**src/rtl/afmt_pkg.sv**
```systemverilog
// shared constants, types and helpers of the serial audio frame formatter
package afmt_pkg;
    // wishbone byte addresses
    localparam logic [3:0] ADDR_CTRL = 4'h0;
    localparam logic [3:0] ADDR_OFS1 = 4'h4;
    localparam logic [3:0] ADDR_OFS2 = 4'h8;
    localparam logic [3:0] ADDR_STAT = 4'hc;
    // control register fields
    localparam int CTRL_FMT_LSB  = 0;
    localparam int CTRL_WLEN_LSB = 2;
    localparam int CTRL_INV_BIT  = 4;
    localparam int CTRL_TRI_BIT  = 5;
    localparam int CTRL_EARLY_BIT = 6;
    localparam int CTRL_SLOT_BIT = 7;
    localparam int CTRL_SWAP_BIT = 8;
    localparam int CTRL_EN_BIT   = 9;
    localparam logic [9:0] CTRL_RESET = 10'h000;
    localparam logic [7:0] OFS_RESET  = 8'h00;
    // status register fields
    localparam int STAT_DRIVE_BIT = 10;
    localparam int STAT_LEFT_BIT  = 11;
    localparam int STAT_RIGHT_BIT = 12;
    localparam int STAT_FCNT_LSB  = 16;
    // bit-position counter width, covers offset + two words + offset
    localparam int POS_W = 10;
    localparam logic [POS_W-1:0] POS_MAX = 10'h3ff;

    typedef enum logic [1:0] {FMT_I2S, FMT_DSP, FMT_LJ, FMT_RSVD} fmt_e;

    typedef struct packed {
        logic       en;
        logic       swap;
        logic       slot;
        logic       early;
        logic       tri_en;
        logic       inv;
        logic [1:0] wlen;
        fmt_e       fmt;
    } cfg_s;

    // samples are left-aligned: msb always sits in bit 31
    typedef struct packed {
        logic [31:0] left;
        logic [31:0] right;
    } stereo_s;

    function automatic logic [POS_W-1:0] wlen_bits(input logic [1:0] code);
        case (code)
            2'h0:    wlen_bits = 10'h010;
            2'h1:    wlen_bits = 10'h014;
            2'h2:    wlen_bits = 10'h018;
            default: wlen_bits = 10'h020;
        endcase
    endfunction
endpackage

```
**src/rtl/afmt_sync2.sv**
```systemverilog
// two flip-flop synchroniser for pin inputs
`timescale 1ns/1ps
module afmt_sync2 #(
    parameter int W = 1
) (
    // clock and reset
    input  wire logic         clk_i,
    input  wire logic         rst_i,
    // asynchronous in, synchronised out
    input  wire logic [W-1:0] d_i,
    output logic      [W-1:0] q_o
);
    logic [W-1:0] meta;

    always_ff @(posedge clk_i) begin
        if (rst_i) begin
            meta <= '0;
            q_o  <= '0;
        end else begin
            meta <= d_i;
            q_o  <= meta;
        end
    end
endmodule // afmt_sync2

```
**src/rtl/afmt_bclk_edges.sv**
```systemverilog
// bit-clock edge finder: launch and capture pulses after polarity select
`timescale 1ns/1ps
module afmt_bclk_edges (
    // clock and reset
    input  wire logic clk_i,
    input  wire logic rst_i,
    // synchronised bit clock and options
    input  wire logic bclk_s_i,
    input  wire logic inv_i,
    input  wire logic dsp_i,
    // one-cycle pulses and the registered effective level
    output logic      launch_o,
    output logic      capture_o,
    output logic      level_o
);
    logic eff;
    logic rise;
    logic fall;

    assign eff = bclk_s_i ^ inv_i;

    always_ff @(posedge clk_i) begin
        if (rst_i) begin
            level_o <= 1'b0;
        end else begin
            level_o <= eff;
        end
    end

    assign rise = eff & ~level_o;
    assign fall = ~eff & level_o;
    // dsp data valid at falling edge, so it changes at rising; others reverse
    assign launch_o  = dsp_i ? rise : fall;
    assign capture_o = dsp_i ? fall : rise;
endmodule // afmt_bclk_edges

```
**src/rtl/audio_serial_frame_formatter.sv**
```systemverilog
// stereo serial audio output formatter: left-justified, i2s and dsp framing
// Contract
// - Slot off, non-DSP: first delay for both channels; each word-clock edge starts one.
// - Left-justified: each data bit valid at rising bit-clock edge.
// - Slot on: first after own delay, second after its delay from first LSB.
// - LJ no swap: left MSB at rising edge delay+1 after rise, right after fall.
// - LJ swap: right word after word-clock rise, left after fall.
// - LJ slot: right MSB on edge second delay+1 after left LSB.
// - LJ slot swap: right leads with first delay, left follows right LSB.
// - I2S zero delay: MSB on second rising edge after word-clock edge.
// - DSP: frame starts at word-clock rise, left then right directly.
// - DSP: each data bit valid at falling bit-clock edge.
// - DSP slot: second MSB follows first LSB by second delay cycles.
// - DSP slot swap: right leads, left follows right LSB after delay.
// - Three-state on: output high impedance in every non-data cycle.
// - Word length 16, 20, 24 or 32 bits, always MSB first.
// - A control bit inverts bit-clock polarity in every format.
// - Three-state off and enable set: output driven low outside data bits.
// - With three-state on, an option releases output half a bit before LSB period ends.
`timescale 1ns/1ps
module audio_serial_frame_formatter #(
    parameter int OFS_W = 8
) (
    // clock and reset
    input  wire logic                   clk_i,
    input  wire logic                   rst_i,
    // wishbone classic slave
    input  wire logic                   wb_cyc_i,
    input  wire logic                   wb_stb_i,
    input  wire logic                   wb_we_i,
    input  wire logic [3:0]             wb_adr_i,
    input  wire logic [3:0]             wb_sel_i,
    input  wire logic [31:0]            wb_dat_i,
    output logic      [31:0]            wb_dat_o,
    output logic                        wb_ack_o,
    // samples from the converter
    input  wire afmt_pkg::stereo_s      sample_i,
    output logic                        sample_taken_o,
    // audio serial link
    input  wire logic                   bclk_i,
    input  wire logic                   wclk_i,
    output logic                        dout_o,
    output logic                        dout_oe_n_o
);
    import afmt_pkg::*;

    generate
        if (OFS_W < 1 || OFS_W > 8) begin : g_bad_ofs
            $error("OFS_W must be 1..8 to fit the position counter");
        end
    endgenerate

    // registers
    cfg_s             cfg;
    logic [OFS_W-1:0] first_slot_delay;
    logic [OFS_W-1:0] second_slot_delay;
    logic [15:0]      frame_count;

    // link timing
    logic             bclk_s;
    logic             wclk_s;
    logic             launch;
    logic             capture;
    logic             bclk_lvl;
    logic             wclk_prev;
    logic             wclk_rise;
    logic             wclk_edge;
    logic [POS_W-1:0] pos;
    logic [POS_W-1:0] hpos;
    logic             half_fall;
    logic [POS_W-1:0] next_pos;
    logic [POS_W-1:0] next_hpos;
    logic             next_half_fall;

    // slot decode
    logic             frame_mode;
    logic [POS_W-1:0] wl;
    logic [POS_W-1:0] start_a;
    logic [POS_W-1:0] start_b;
    logic [POS_W-1:0] gap_b;
    logic             in_a;
    logic             in_b;
    logic             left_act;
    logic             right_act;
    logic [POS_W-1:0] bit_ofs;
    logic             left_half;

    // output data path
    stereo_s          held;
    stereo_s          word;
    logic             next_bit;
    logic             drive;
    logic             lsb_now;
    logic             chan_left;
    logic             chan_right;

    function automatic logic in_window(input logic [POS_W-1:0] p,
                                       input logic [POS_W-1:0] start,
                                       input logic [POS_W-1:0] len);
        in_window = (p >= start) && (p < start + len);
    endfunction

    function automatic logic [31:0] merge_sel(input logic [31:0] old,
                                              input logic [31:0] wdat,
                                              input logic [3:0]  sel);
        logic [31:0] r;
        r = old;
        for (int i = 0; i < 4; i++) begin
            if (sel[i]) begin
                r[8*i +: 8] = wdat[8*i +: 8];
            end
        end
        merge_sel = r;
    endfunction

    // wishbone slave, one wait state, unmapped reads return zero
    localparam int CFG_W = $bits(cfg_s);
    logic        wb_req;
    logic        wb_wr;
    logic [31:0] ctrl_word;
    logic [31:0] ofs1_word;
    logic [31:0] ofs2_word;

    assign wb_req    = wb_cyc_i & wb_stb_i & ~wb_ack_o;
    assign wb_wr     = wb_cyc_i & wb_stb_i & wb_ack_o & wb_we_i; // lands at the ack edge
    assign ctrl_word = {22'h000000, cfg};
    assign ofs1_word = {{(32-OFS_W){1'b0}}, first_slot_delay};
    assign ofs2_word = {{(32-OFS_W){1'b0}}, second_slot_delay};

    always_ff @(posedge clk_i) begin
        if (rst_i) begin
            wb_ack_o <= 1'b0;
        end else begin
            wb_ack_o <= wb_req;
        end
    end

    always_ff @(posedge clk_i) begin
        if (rst_i) begin
            cfg               <= cfg_s'(CTRL_RESET);
            first_slot_delay  <= OFS_RESET[OFS_W-1:0];
            second_slot_delay <= OFS_RESET[OFS_W-1:0];
        end else if (wb_wr) begin
            case (wb_adr_i)
                ADDR_CTRL: cfg <= cfg_s'(CFG_W'(merge_sel(ctrl_word, wb_dat_i, wb_sel_i)));
                ADDR_OFS1: first_slot_delay <= OFS_W'(merge_sel(ofs1_word, wb_dat_i, wb_sel_i));
                ADDR_OFS2: second_slot_delay <= OFS_W'(merge_sel(ofs2_word, wb_dat_i, wb_sel_i));
                default: ;
            endcase
        end
    end

    always_ff @(posedge clk_i) begin
        if (rst_i) begin
            wb_dat_o <= 32'h00000000;
        end else if (wb_req && !wb_we_i) begin
            case (wb_adr_i)
                ADDR_CTRL: wb_dat_o <= ctrl_word;
                ADDR_OFS1: wb_dat_o <= ofs1_word;
                ADDR_OFS2: wb_dat_o <= ofs2_word;
                ADDR_STAT: begin
                    wb_dat_o <= 32'h00000000;
                    wb_dat_o[POS_W-1:0]     <= pos;
                    wb_dat_o[STAT_DRIVE_BIT] <= drive;
                    wb_dat_o[STAT_LEFT_BIT]  <= chan_left;
                    wb_dat_o[STAT_RIGHT_BIT] <= chan_right;
                    wb_dat_o[STAT_FCNT_LSB +: 16] <= frame_count;
                end
                default:   wb_dat_o <= 32'h00000000;
            endcase
        end
    end

    // link clocks: synchronise, find edges, count bit positions
    afmt_sync2 #(
        .W (2)
    ) u_sync (
        .clk_i (clk_i),
        .rst_i (rst_i),
        .d_i   ({bclk_i, wclk_i}),
        .q_o   ({bclk_s, wclk_s})
    );

    afmt_bclk_edges u_edges (
        .clk_i     (clk_i),
        .rst_i     (rst_i),
        .bclk_s_i  (bclk_s),
        .inv_i     (cfg.inv),
        .dsp_i     (cfg.fmt == FMT_DSP),
        .launch_o  (launch),
        .capture_o (capture),
        .level_o   (bclk_lvl)
    );

    // word clock is judged only at launch edges, so both edges line up
    // with whole bit periods regardless of host skew within a half bit
    assign wclk_rise = launch & wclk_s & ~wclk_prev;
    assign wclk_edge = launch & (wclk_s ^ wclk_prev);

    always_comb begin
        next_pos       = pos;
        next_hpos      = hpos;
        next_half_fall = half_fall;
        if (wclk_rise) begin
            next_pos = '0;
        end else if (launch && pos != POS_MAX) begin
            next_pos = pos + 10'h001;
        end
        if (wclk_edge) begin
            next_hpos      = '0;
            next_half_fall = ~wclk_s;
        end else if (launch && hpos != POS_MAX) begin
            next_hpos = hpos + 10'h001;
        end
    end

    always_ff @(posedge clk_i) begin
        if (rst_i) begin
            wclk_prev <= 1'b0;
            pos       <= POS_MAX;
            hpos      <= POS_MAX;
            half_fall <= 1'b0;
        end else begin
            if (launch) begin
                wclk_prev <= wclk_s;
            end
            pos       <= next_pos;
            hpos      <= next_hpos;
            half_fall <= next_half_fall;
        end
    end

    always_ff @(posedge clk_i) begin
        if (rst_i) begin
            frame_count <= 16'h0000;
        end else if (wclk_rise) begin
            frame_count <= frame_count + 16'h0001;
        end
    end

    // slot decode for the position reached at this launch edge
    assign frame_mode = cfg.slot | (cfg.fmt == FMT_DSP);
    assign wl         = wlen_bits(cfg.wlen);
    // i2s puts the msb one bit clock after the word-clock edge
    assign start_a    = POS_W'(first_slot_delay) +
                        ((cfg.fmt == FMT_I2S) ? 10'h001 : 10'h000);
    // dsp counts its gap from the lsb edge itself; a zero delay there also means no gap
    assign gap_b      = (cfg.fmt == FMT_DSP && second_slot_delay != '0) ?
                        POS_W'(second_slot_delay) - 10'h001 : POS_W'(second_slot_delay);
    // dsp without slots is the same frame with a zero gap
    assign start_b    = start_a + wl +
                        (cfg.slot ? gap_b : 10'h000);
    assign in_a       = in_window(frame_mode ? next_pos : next_hpos, start_a, wl);
    assign in_b       = frame_mode && in_window(next_pos, start_b, wl);
    // i2s carries left in the low word-clock half, others in the high half
    assign left_half  = ((cfg.fmt == FMT_I2S) ? next_half_fall : ~next_half_fall)
                        ^ cfg.swap;

    always_comb begin
        left_act  = 1'b0;
        right_act = 1'b0;
        bit_ofs   = '0;
        if (cfg.en && cfg.fmt != FMT_RSVD) begin
            if (frame_mode) begin
                left_act  = cfg.swap ? in_b : in_a;
                right_act = cfg.swap ? in_a : in_b;
                bit_ofs   = in_b ? next_pos - start_b : next_pos - start_a;
            end else begin
                left_act  = in_a & left_half;
                right_act = in_a & ~left_half;
                bit_ofs   = next_hpos - start_a;
            end
        end
    end

    // sample holding and serial output
    assign word     = wclk_rise ? sample_i : held;
    assign next_bit = left_act  ? word.left[5'd31 - bit_ofs[4:0]] :
                      right_act ? word.right[5'd31 - bit_ofs[4:0]] : 1'b0;

    always_ff @(posedge clk_i) begin
        if (rst_i) begin
            held           <= '0;
            sample_taken_o <= 1'b0;
        end else begin
            sample_taken_o <= wclk_rise;
            if (wclk_rise) begin
                held <= sample_i;
            end
        end
    end

    always_ff @(posedge clk_i) begin
        if (rst_i || !cfg.en) begin // powered down: the pin floats
            dout_o     <= 1'b0;
            drive      <= 1'b0;
            lsb_now    <= 1'b0;
            chan_left  <= 1'b0;
            chan_right <= 1'b0;
        end else if (launch) begin
            dout_o     <= next_bit;
            drive      <= left_act | right_act | ~cfg.tri_en;
            lsb_now    <= (left_act | right_act) && bit_ofs == wl - 10'h001;
            chan_left  <= left_act;
            chan_right <= right_act;
        end else if (capture && cfg.early && cfg.tri_en && lsb_now) begin
            // release at mid-lsb so the next talker gets a clean half bit
            drive   <= 1'b0;
            lsb_now <= 1'b0;
        end
    end

    assign dout_oe_n_o = ~drive;
endmodule // audio_serial_frame_formatter

```
**config.mk**
```make
export PLATFORM = sky130hd
export DESIGN_NAME = audio_serial_frame_formatter
export DESIGN_NICKNAME = d
export VERILOG_FILES = /design/src/rtl/afmt_pkg.sv /design/src/rtl/afmt_sync2.sv /design/src/rtl/afmt_bclk_edges.sv /design/src/rtl/audio_serial_frame_formatter.sv
export SDC_FILE = /design/constraint.sdc
export NUM_CORES = 1
export LEC_CHECK = 0
export BUFFER_PORTS_ARGS = -buffer_cell sky130_fd_sc_hd__buf_2
export CELL_PAD_IN_SITES_DETAIL_PLACEMENT = 0
export CELL_PAD_IN_SITES_GLOBAL_PLACEMENT = 1
export CORE_UTILIZATION = 35
export CTS_CLUSTER_DIAMETER = 150
export DETAILED_ROUTE_END_ITERATION = 7
export PLACE_DENSITY = 0.73
export SLEW_MARGIN = 20
export SYNTH_ARGS = -nofsm -noshare
export SYNTH_HDL_FRONTEND = slang
export SYNTH_SLANG_ARGS = --single-unit
```
**constraint.sdc**
```tcl
create_clock -name clk_i -period 17.05 [get_ports clk_i]
set_input_delay 0 -clock clk_i [delete_from_list [all_inputs] [get_ports clk_i]]
set_output_delay 0 -clock clk_i [all_outputs]
set_load 0.01 [all_outputs]
```
==> impl_metrics.tcl, run 1 <==
set metrics [dict create \
    n_antenna_cell 0 \
    tns_ps 0 \
    maxSlewViolCount 0 \
    viasPerCell 5.43 \
    path_buf_inv 2 \
    final_cells 1998 \
    grt_use_total_pct 21.3 \
    synth_common_cells "237 x nand2_1, 169 x dfxtp_1, 143 x a21oi_1" \
    skew_ps 17.5 \
    synth_cells 1430 \
    syn_area_um2 11200 \
    drive_above_1_share_pct 12.6 \
    synth_area_leaders "dfxtp_1 30%, ha_1 8.8%, nand2_1 8.0%, a21oi_1 6.4%, nor2_1 4.4%" \
    maxSlewHeadroom_pct 28.1 \
    drc 0 \
    synth_edf_count 0 \
    critPathKind "reg2reg" \
    clk_latency_ps 450 \
    drt-pass1-iter-count 7 \
    fmax_mhz 113 \
    status "completed" \
    syn_area_per_cell_um2 7.80 \
    worst_slew_pin_slew_ps 1070 \
    synth_flop_cell "dfxtp_1" \
    rsz0062_at_grt "no" \
    cts_tree "yes" \
    fillers 3069 \
    yosysUniqueCellTypes 79 \
    path_max_fanout 21 \
    initial_core_util_pct 36.0 \
    postRouteAntennaNets 0 \
    grt_pass1_vias 10400 \
    root_buffer "clkbuf_16" \
    synth.most_common_cell "nand2_1" \
    hp-class "in2reg" \
    synth_top_area_share_pct 30.3 \
    cp_common_cell "ha_1" \
    areaGrowthSynthToFinish_pct 21.3 \
    drtIter0Drc 697 \
    critPathRequiredTime_ps 17380 \
    die_h_um 181 \
    crit_family "compound AO/OA/AOI/OAI gates" \
    async_flop_share_pct 0 \
    die_x_um 181 \
    dieArea_um2 32600 \
    cpPeakStageDelay_ps 970 \
    yosys_warnings 0 \
    pin_count 147 \
    finalWorstSetupSlack_ps 8180 \
    grt_max_degree 88 \
    cts_setup_buffers 0 \
    p_per_area_nw_per_um2 67.9 \
    antenna_found_initial 0 \
    p_leak_nw 5.54 \
    core_um2 31000 \
    startpoint_type "flip-flop" \
    cp_data_arrival_time_ps 9200 \
    vias 10900 \
    grt_pass1_wl_um 55600 \
    fin_crit_ps 8870 \
    wire_per_inst_um 17.2 \
    setup_viol 0 \
    cts.htree.levels 4 \
    post-place-ws_ps 8310 \
    cts_sinks 169 \
    clockBufferDepth 2 \
    fin_util_pct 43.7 \
    drt_wl_total_um 34400 \
    place_inst 1886 \
    clkTransAtPathRegs_ps 80 \
    port_buffers 119 \
    ir_drop_mv 0.0611 \
    final_nets 1784 \
    cp-end-kind "flip-flop" \
    maxCapViolations 0 \
    ys_seq_area_share_pct 30.3 \
    synth-seq-cells 169 \
    hold_viol 0 \
    gr-total-overflow 0 \
    dpl.hpwl_um 25100 \
    whs_ps 92.8 \
    numCtsBuffers 17 \
    rows 64 \
    cts_resized 0 \
    cp_slowest_cell "nand3_1" \
    synth_top_area_cell "dfxtp_1" \
    gp_congestion 0.908 \
    finalCritPeriodShare_pct 52.0 \
]
## state kept, by name, indices dropped and copies added, names as in the netlist, 2 cells and up
register and flops:
first_slot_delay 8, wb_dat_o 29, held 64, u_sync.meta 2
u_sync.q_o 2, pos 10, frame_count 16, second_slot_delay 8
hpos 10, cfg 10
## what timing repair did
| item | 4_1_cts | 5_1_grt |
|---|---|---|
| endpoints found under the hold margin | 97 | 0 |
| endpoints found under the setup margin | 0 | 0 |
| hold buffers | 80 | 0 |
## per-layer routing
layer | routed length, um | vias up | track usage [%]
met4 | 448 | 0 | 5.03
met5 | 0 | - | 0
li1 | - | 5363 | -
met3 | 1510 | 27 | 3.35
met1 | 16400 | 5200 | 29.3
met2 | 16000 | 268 | 34.8
## cell families (layout without fill, tap and decap cells)
kind of cell	after synthesis	after routing	synth area share (%)
AO/OA/AOI/OAI	348	348	20.2
XOR/XNOR	70	70	5.50
adder cells (fa/ha/maj)	86	86	10.0
buffers and inverters	127	297	4.52
flip-flops	169	169	30.3
multiplexers	51	51	5.49
other	2	4	0.0673
AND/OR/NAND/NOR	577	577	23.8
## final timing paths
path                            cells past startpoint      startpoint  slack [ps]       endpoint
worst min register to register                      1  u_sync.meta[1]         450  u_sync.q_o[1]
worst max register to register                     29          cfg[0]        8180         dout_o
worst max-delay path                               29          cfg[0]        8180         dout_o
worst min-delay path                                5     wb_adr_i[1]          90    wb_dat_o[3]
## placed cells by master (no fill, tap or decap), types with 7 or more instances in the layout
cell	instances
or3_1	17
buf_2	118
clkbuf_16	17
a22oi_1	36
nand4_1	11
xor2_1	28
dlygate4sd3_1	80
nor3_1	21
inv_1	52
o21a_1	9
or2_2	16
nand2_1	236
nand2b_1	13
a21o_1	18
nor4_1	7
mux2i_1	42
and2_1	14
buf_4	14
o21ai_0	43
a21oi_1	143
nand3_1	49
xnor2_1	42
o31ai_1	8
dfxtp_1	169
nor2_1	130
ha_1	78
mux4_2	8
nor2b_1	19
a31oi_1	7
and3_1	19
## worst register-to-register path, delay by kind of cell (launching register included)
kind	cells	cell delay (ps)
AO/OA/AOI/OAI	11	3130
adder cells (fa/ha/maj)	6	1900
AND/OR/NAND/NOR	6	1870
XOR/XNOR	4	1040
buffers and inverters	2	420
flip-flops	1	370
## report_power, final
part | switching, mW | internal, mW | leakage (nW) | total [mW]
Clock | 0.179 | 0.264 | 0.323 | 0.443
Sequential | 0.00192 | 0.397 | 1.36 | 0.399
Combinational | 0.0403 | 0.0364 | 3.85 | 0.0766
Total | 0.221 | 0.697 | 5.54 | 0.918
## through the flow
step	cell area, um^2	power (mW)
floorplan	11200	0.445
global placement	12100	0.469
detailed placement	12100	0.469
CTS	13500	0.925
global route	13500	0.951
finish	13500	0.918
## layout make-up
class / count / area, um^2 / area share, %
clock inverters: 14 / 233 / 1.72
clock buffers: 18 / 429 / 3.17
repair buffers: 212 / 1500 / 11.1
flip-flops and latches: 169 / 3380 / 25.0
multi-input cells: 1136 / 7290 / 53.9
inverters: 53 / 199 / 1.47
well taps: 396 / 495 / 3.66
No activity file was read; power rests on OpenSTA's default activity.
==> inputs of run 2 (changes only) <==
ABC_AREA = 1   (was default)
PLACE_DENSITY = 0.74   (was 0.73)
clock period = 8.7 ns   (was 17.05 ns; I/O delays follow)
==> impl_metrics.tcl, run 2 <==
set metrics [dict create \
    status "completed" \
    p_comb_share_pct 10.2 \
    yosys_warnings 0 \
    cpPeakStageDelay_ps 460 \
    clockPowerShare_pct 44.4 \
    top_register "held" \
    gr-total-overflow 0 \
    power_switching_share_pct 24.9 \
    synth_cells 1632 \
    synth_edf_count 0 \
    syn_area_um2 11300 \
    synth-seq-cells 169 \
    numCtsBuffers 17 \
    seqPwrFrac_pct 45.4 \
    port_buffers 119 \
    areaGrowthSynthToFinish_pct 19.8 \
    drt_wl_total_um 32500 \
    postPlaceCellArea_um2 12200 \
    reg.largest.list "held (64), wb_dat_o (29), frame_count (16)" \
    fillers 3302 \
    critPathKind "reg2reg" \
    rsz0062_at_grt "no" \
    finalWorstSetupSlack_ps 1670 \
    cts_hold_buffers 81 \
    p_leak_nw 6.47 \
    synth_area_leaders "dfxtp_1 30%, nand2_1 11%, ha_1 8.6%, nand3_1 6.9%, inv_1 6.6%" \
    critPathRequiredTime_ps 9070 \
    skew_ps 7.81 \
    internal_power_mw 1.29 \
    clkTransAtPathRegs_ps 60 \
    final_cells 2214 \
    most-common-layout-cells "322 x nand2_1, 198 x inv_1, 169 x dfxtp_1, 159 x nor2_1, 157 x nand3_1" \
    largest_reg_flops 64 \
    postLayoutCellArea_um2 13600 \
    cts_resized 0 \
    async_flop_share_pct 0 \
    clk_latency_ps 440 \
    maxSlewHeadroom_pct 38.8 \
    pin_count 147 \
    n_antenna_cell 0 \
    hold_viol 0 \
    cts_setup_buffers 0 \
    gp_congestion 0.884 \
    drive_above_1_share_pct 13.0 \
    path_max_fanout 10 \
    synth_top_area_share_pct 29.9 \
    worst_slew_pin_slew_ps 918 \
    setup_viol 0 \
    cts_sinks 169 \
    syn_area_per_cell_um2 6.93 \
    startpoint_type "flip-flop" \
    antenna_found_initial 0 \
    cts.htree.levels 4 \
    multi_input_area_um2 6830 \
    cp_data_arrival_time_ps 7400 \
    regArea_um2 3380 \
    synth_top_area_cell "dfxtp_1" \
    root_buffer "clkbuf_16" \
    ir_drop_mv 0.118 \
    finalCritPeriodShare_pct 80.8 \
    power.switching_uw 429 \
    core_um2 31600 \
    p_per_area_nw_per_um2 127 \
    place_inst 2102 \
    fmax_mhz 142 \
    final_nets 1995 \
    maxCapViolations 0 \
    grt_max_degree 82 \
    cp_slowest_cell "fa_1" \
    ys_seq_area_share_pct 29.9 \
    synth.most_common_cell "nand2_1" \
    initial_core_util_pct 35.7 \
    dieArea_um2 33000 \
    yosysUniqueCellTypes 53 \
    clockBufferDepth 2 \
    tns_ps 0 \
    dpl.hpwl_um 23400 \
    cp-end-kind "flip-flop" \
    grt_use_total_pct 19.9 \
    grt_pass1_vias 10200 \
    rows 65 \
    final_common_cell "nand2_1" \
    maxSlewViolCount 0 \
    cts_tree "yes" \
    viasPerCell 4.92 \
    fin_crit_ps 7030 \
    drc 0 \
    die_x_um 182 \
    synth_flop_cell "dfxtp_1" \
    drt-pass1-iter-count 7 \
    die_h_um 182 \
    grt_pass1_wl_um 52700 \
    postRouteAntennaNets 0 \
    hp-class "in2reg" \
    drtIter0Drc 607 \
    vias 10900 \
    synth_common_cells "322 x nand2_1, 198 x inv_1, 169 x dfxtp_1" \
    post-place-ws_ps 1610 \
    wire_per_inst_um 14.7 \
]
-- run 2: cell types whose count changed in the layout (fill, tap and decap cells not counted), sizes merged, moves of 21 or more --
cell / change
a21oi: -21
a22oi: -36
inv: +154
nand2: +97
nand3: +117
nor2: +37
o21ai: +51
xnor2: -29
-- run 2: power by group through the flow --
stage	registers, mW	clock network [mW]	logic (mW)
3_5_place_dp	0.800	0	0.147
6_report	0.782	0.764	0.176
2_1_floorplan	0.799	0	0.0976
5_1_grt	0.782	0.813	0.197
3_3_place_gp	0.800	0	0.146
4_1_cts	0.782	0.782	0.175
-- run 2: worst paths after layout --
path	depth (start not counted)	slack, ps	from	to
max	41	1670	cfg[1]	dout_o
min	5	40	wb_sel_i[0]	second_slot_delay[5]
max reg2reg	41	1670	cfg[1]	dout_o
min reg2reg	2	400	u_sync.meta[0]	u_sync.q_o[0]
-- run 2: critical path, delay by kind of cell, from the launching register on --
kind | cells | cell delay (ps)
AND/OR/NAND/NOR | 21 | 2630
adder cells (fa/ha/maj) | 5 | 1590
AO/OA/AOI/OAI | 6 | 950
XOR/XNOR | 3 | 750
buffers and inverters | 6 | 700
flip-flops | 1 | 340
-- run 2: per-stage QoR --
stage | hold slack (ps) | util [%] | total power, mW
floorplan | 107 | - | 0.897
global placement | 218 | 38.4 | 0.946
detailed placement | 223 | 38.4 | 0.947
CTS | 19.7 | 42.8 | 1.74
global route | 108 | 42.8 | 1.79
finish | 42.0 | 42.8 | 1.72
-- run 2: kinds of logic after synthesis --
group / count (synthesis) / synth area share (%)
buffers and inverters: 272 / 9.90
XOR/XNOR: 47 / 3.64
AO/OA/AOI/OAI: 274 / 13.5
multiplexers: 32 / 2.83
other: 2 / 0.0664
AND/OR/NAND/NOR: 752 / 30.4
flip-flops: 169 / 29.9
adder cells (fa/ha/maj): 84 / 9.69
-- run 2: area by class of cell --
class,count,share of cell area (%)
multi-input combinational,1193,50.4
sequential,169,25.0
timing repair buffer,208,10.8
inverter,211,5.84
tap,402,3.71
clock buffer,20,3.37
clock inverter,11,0.895
-- run 2: per-layer routing --
layer / global-route usage [%] / share of wire [%] / vias up / routed length [um]
met5: 0 / 0 / - / 0
met4: 5.12 / 1.3 / 0 / 434
met3: 2.75 / 3.2 / 29 / 1050
met2: 32.6 / 46 / 191 / 15000
met1: 27.4 / 49 / 4983 / 16100
li1: - / - / 5679 / -
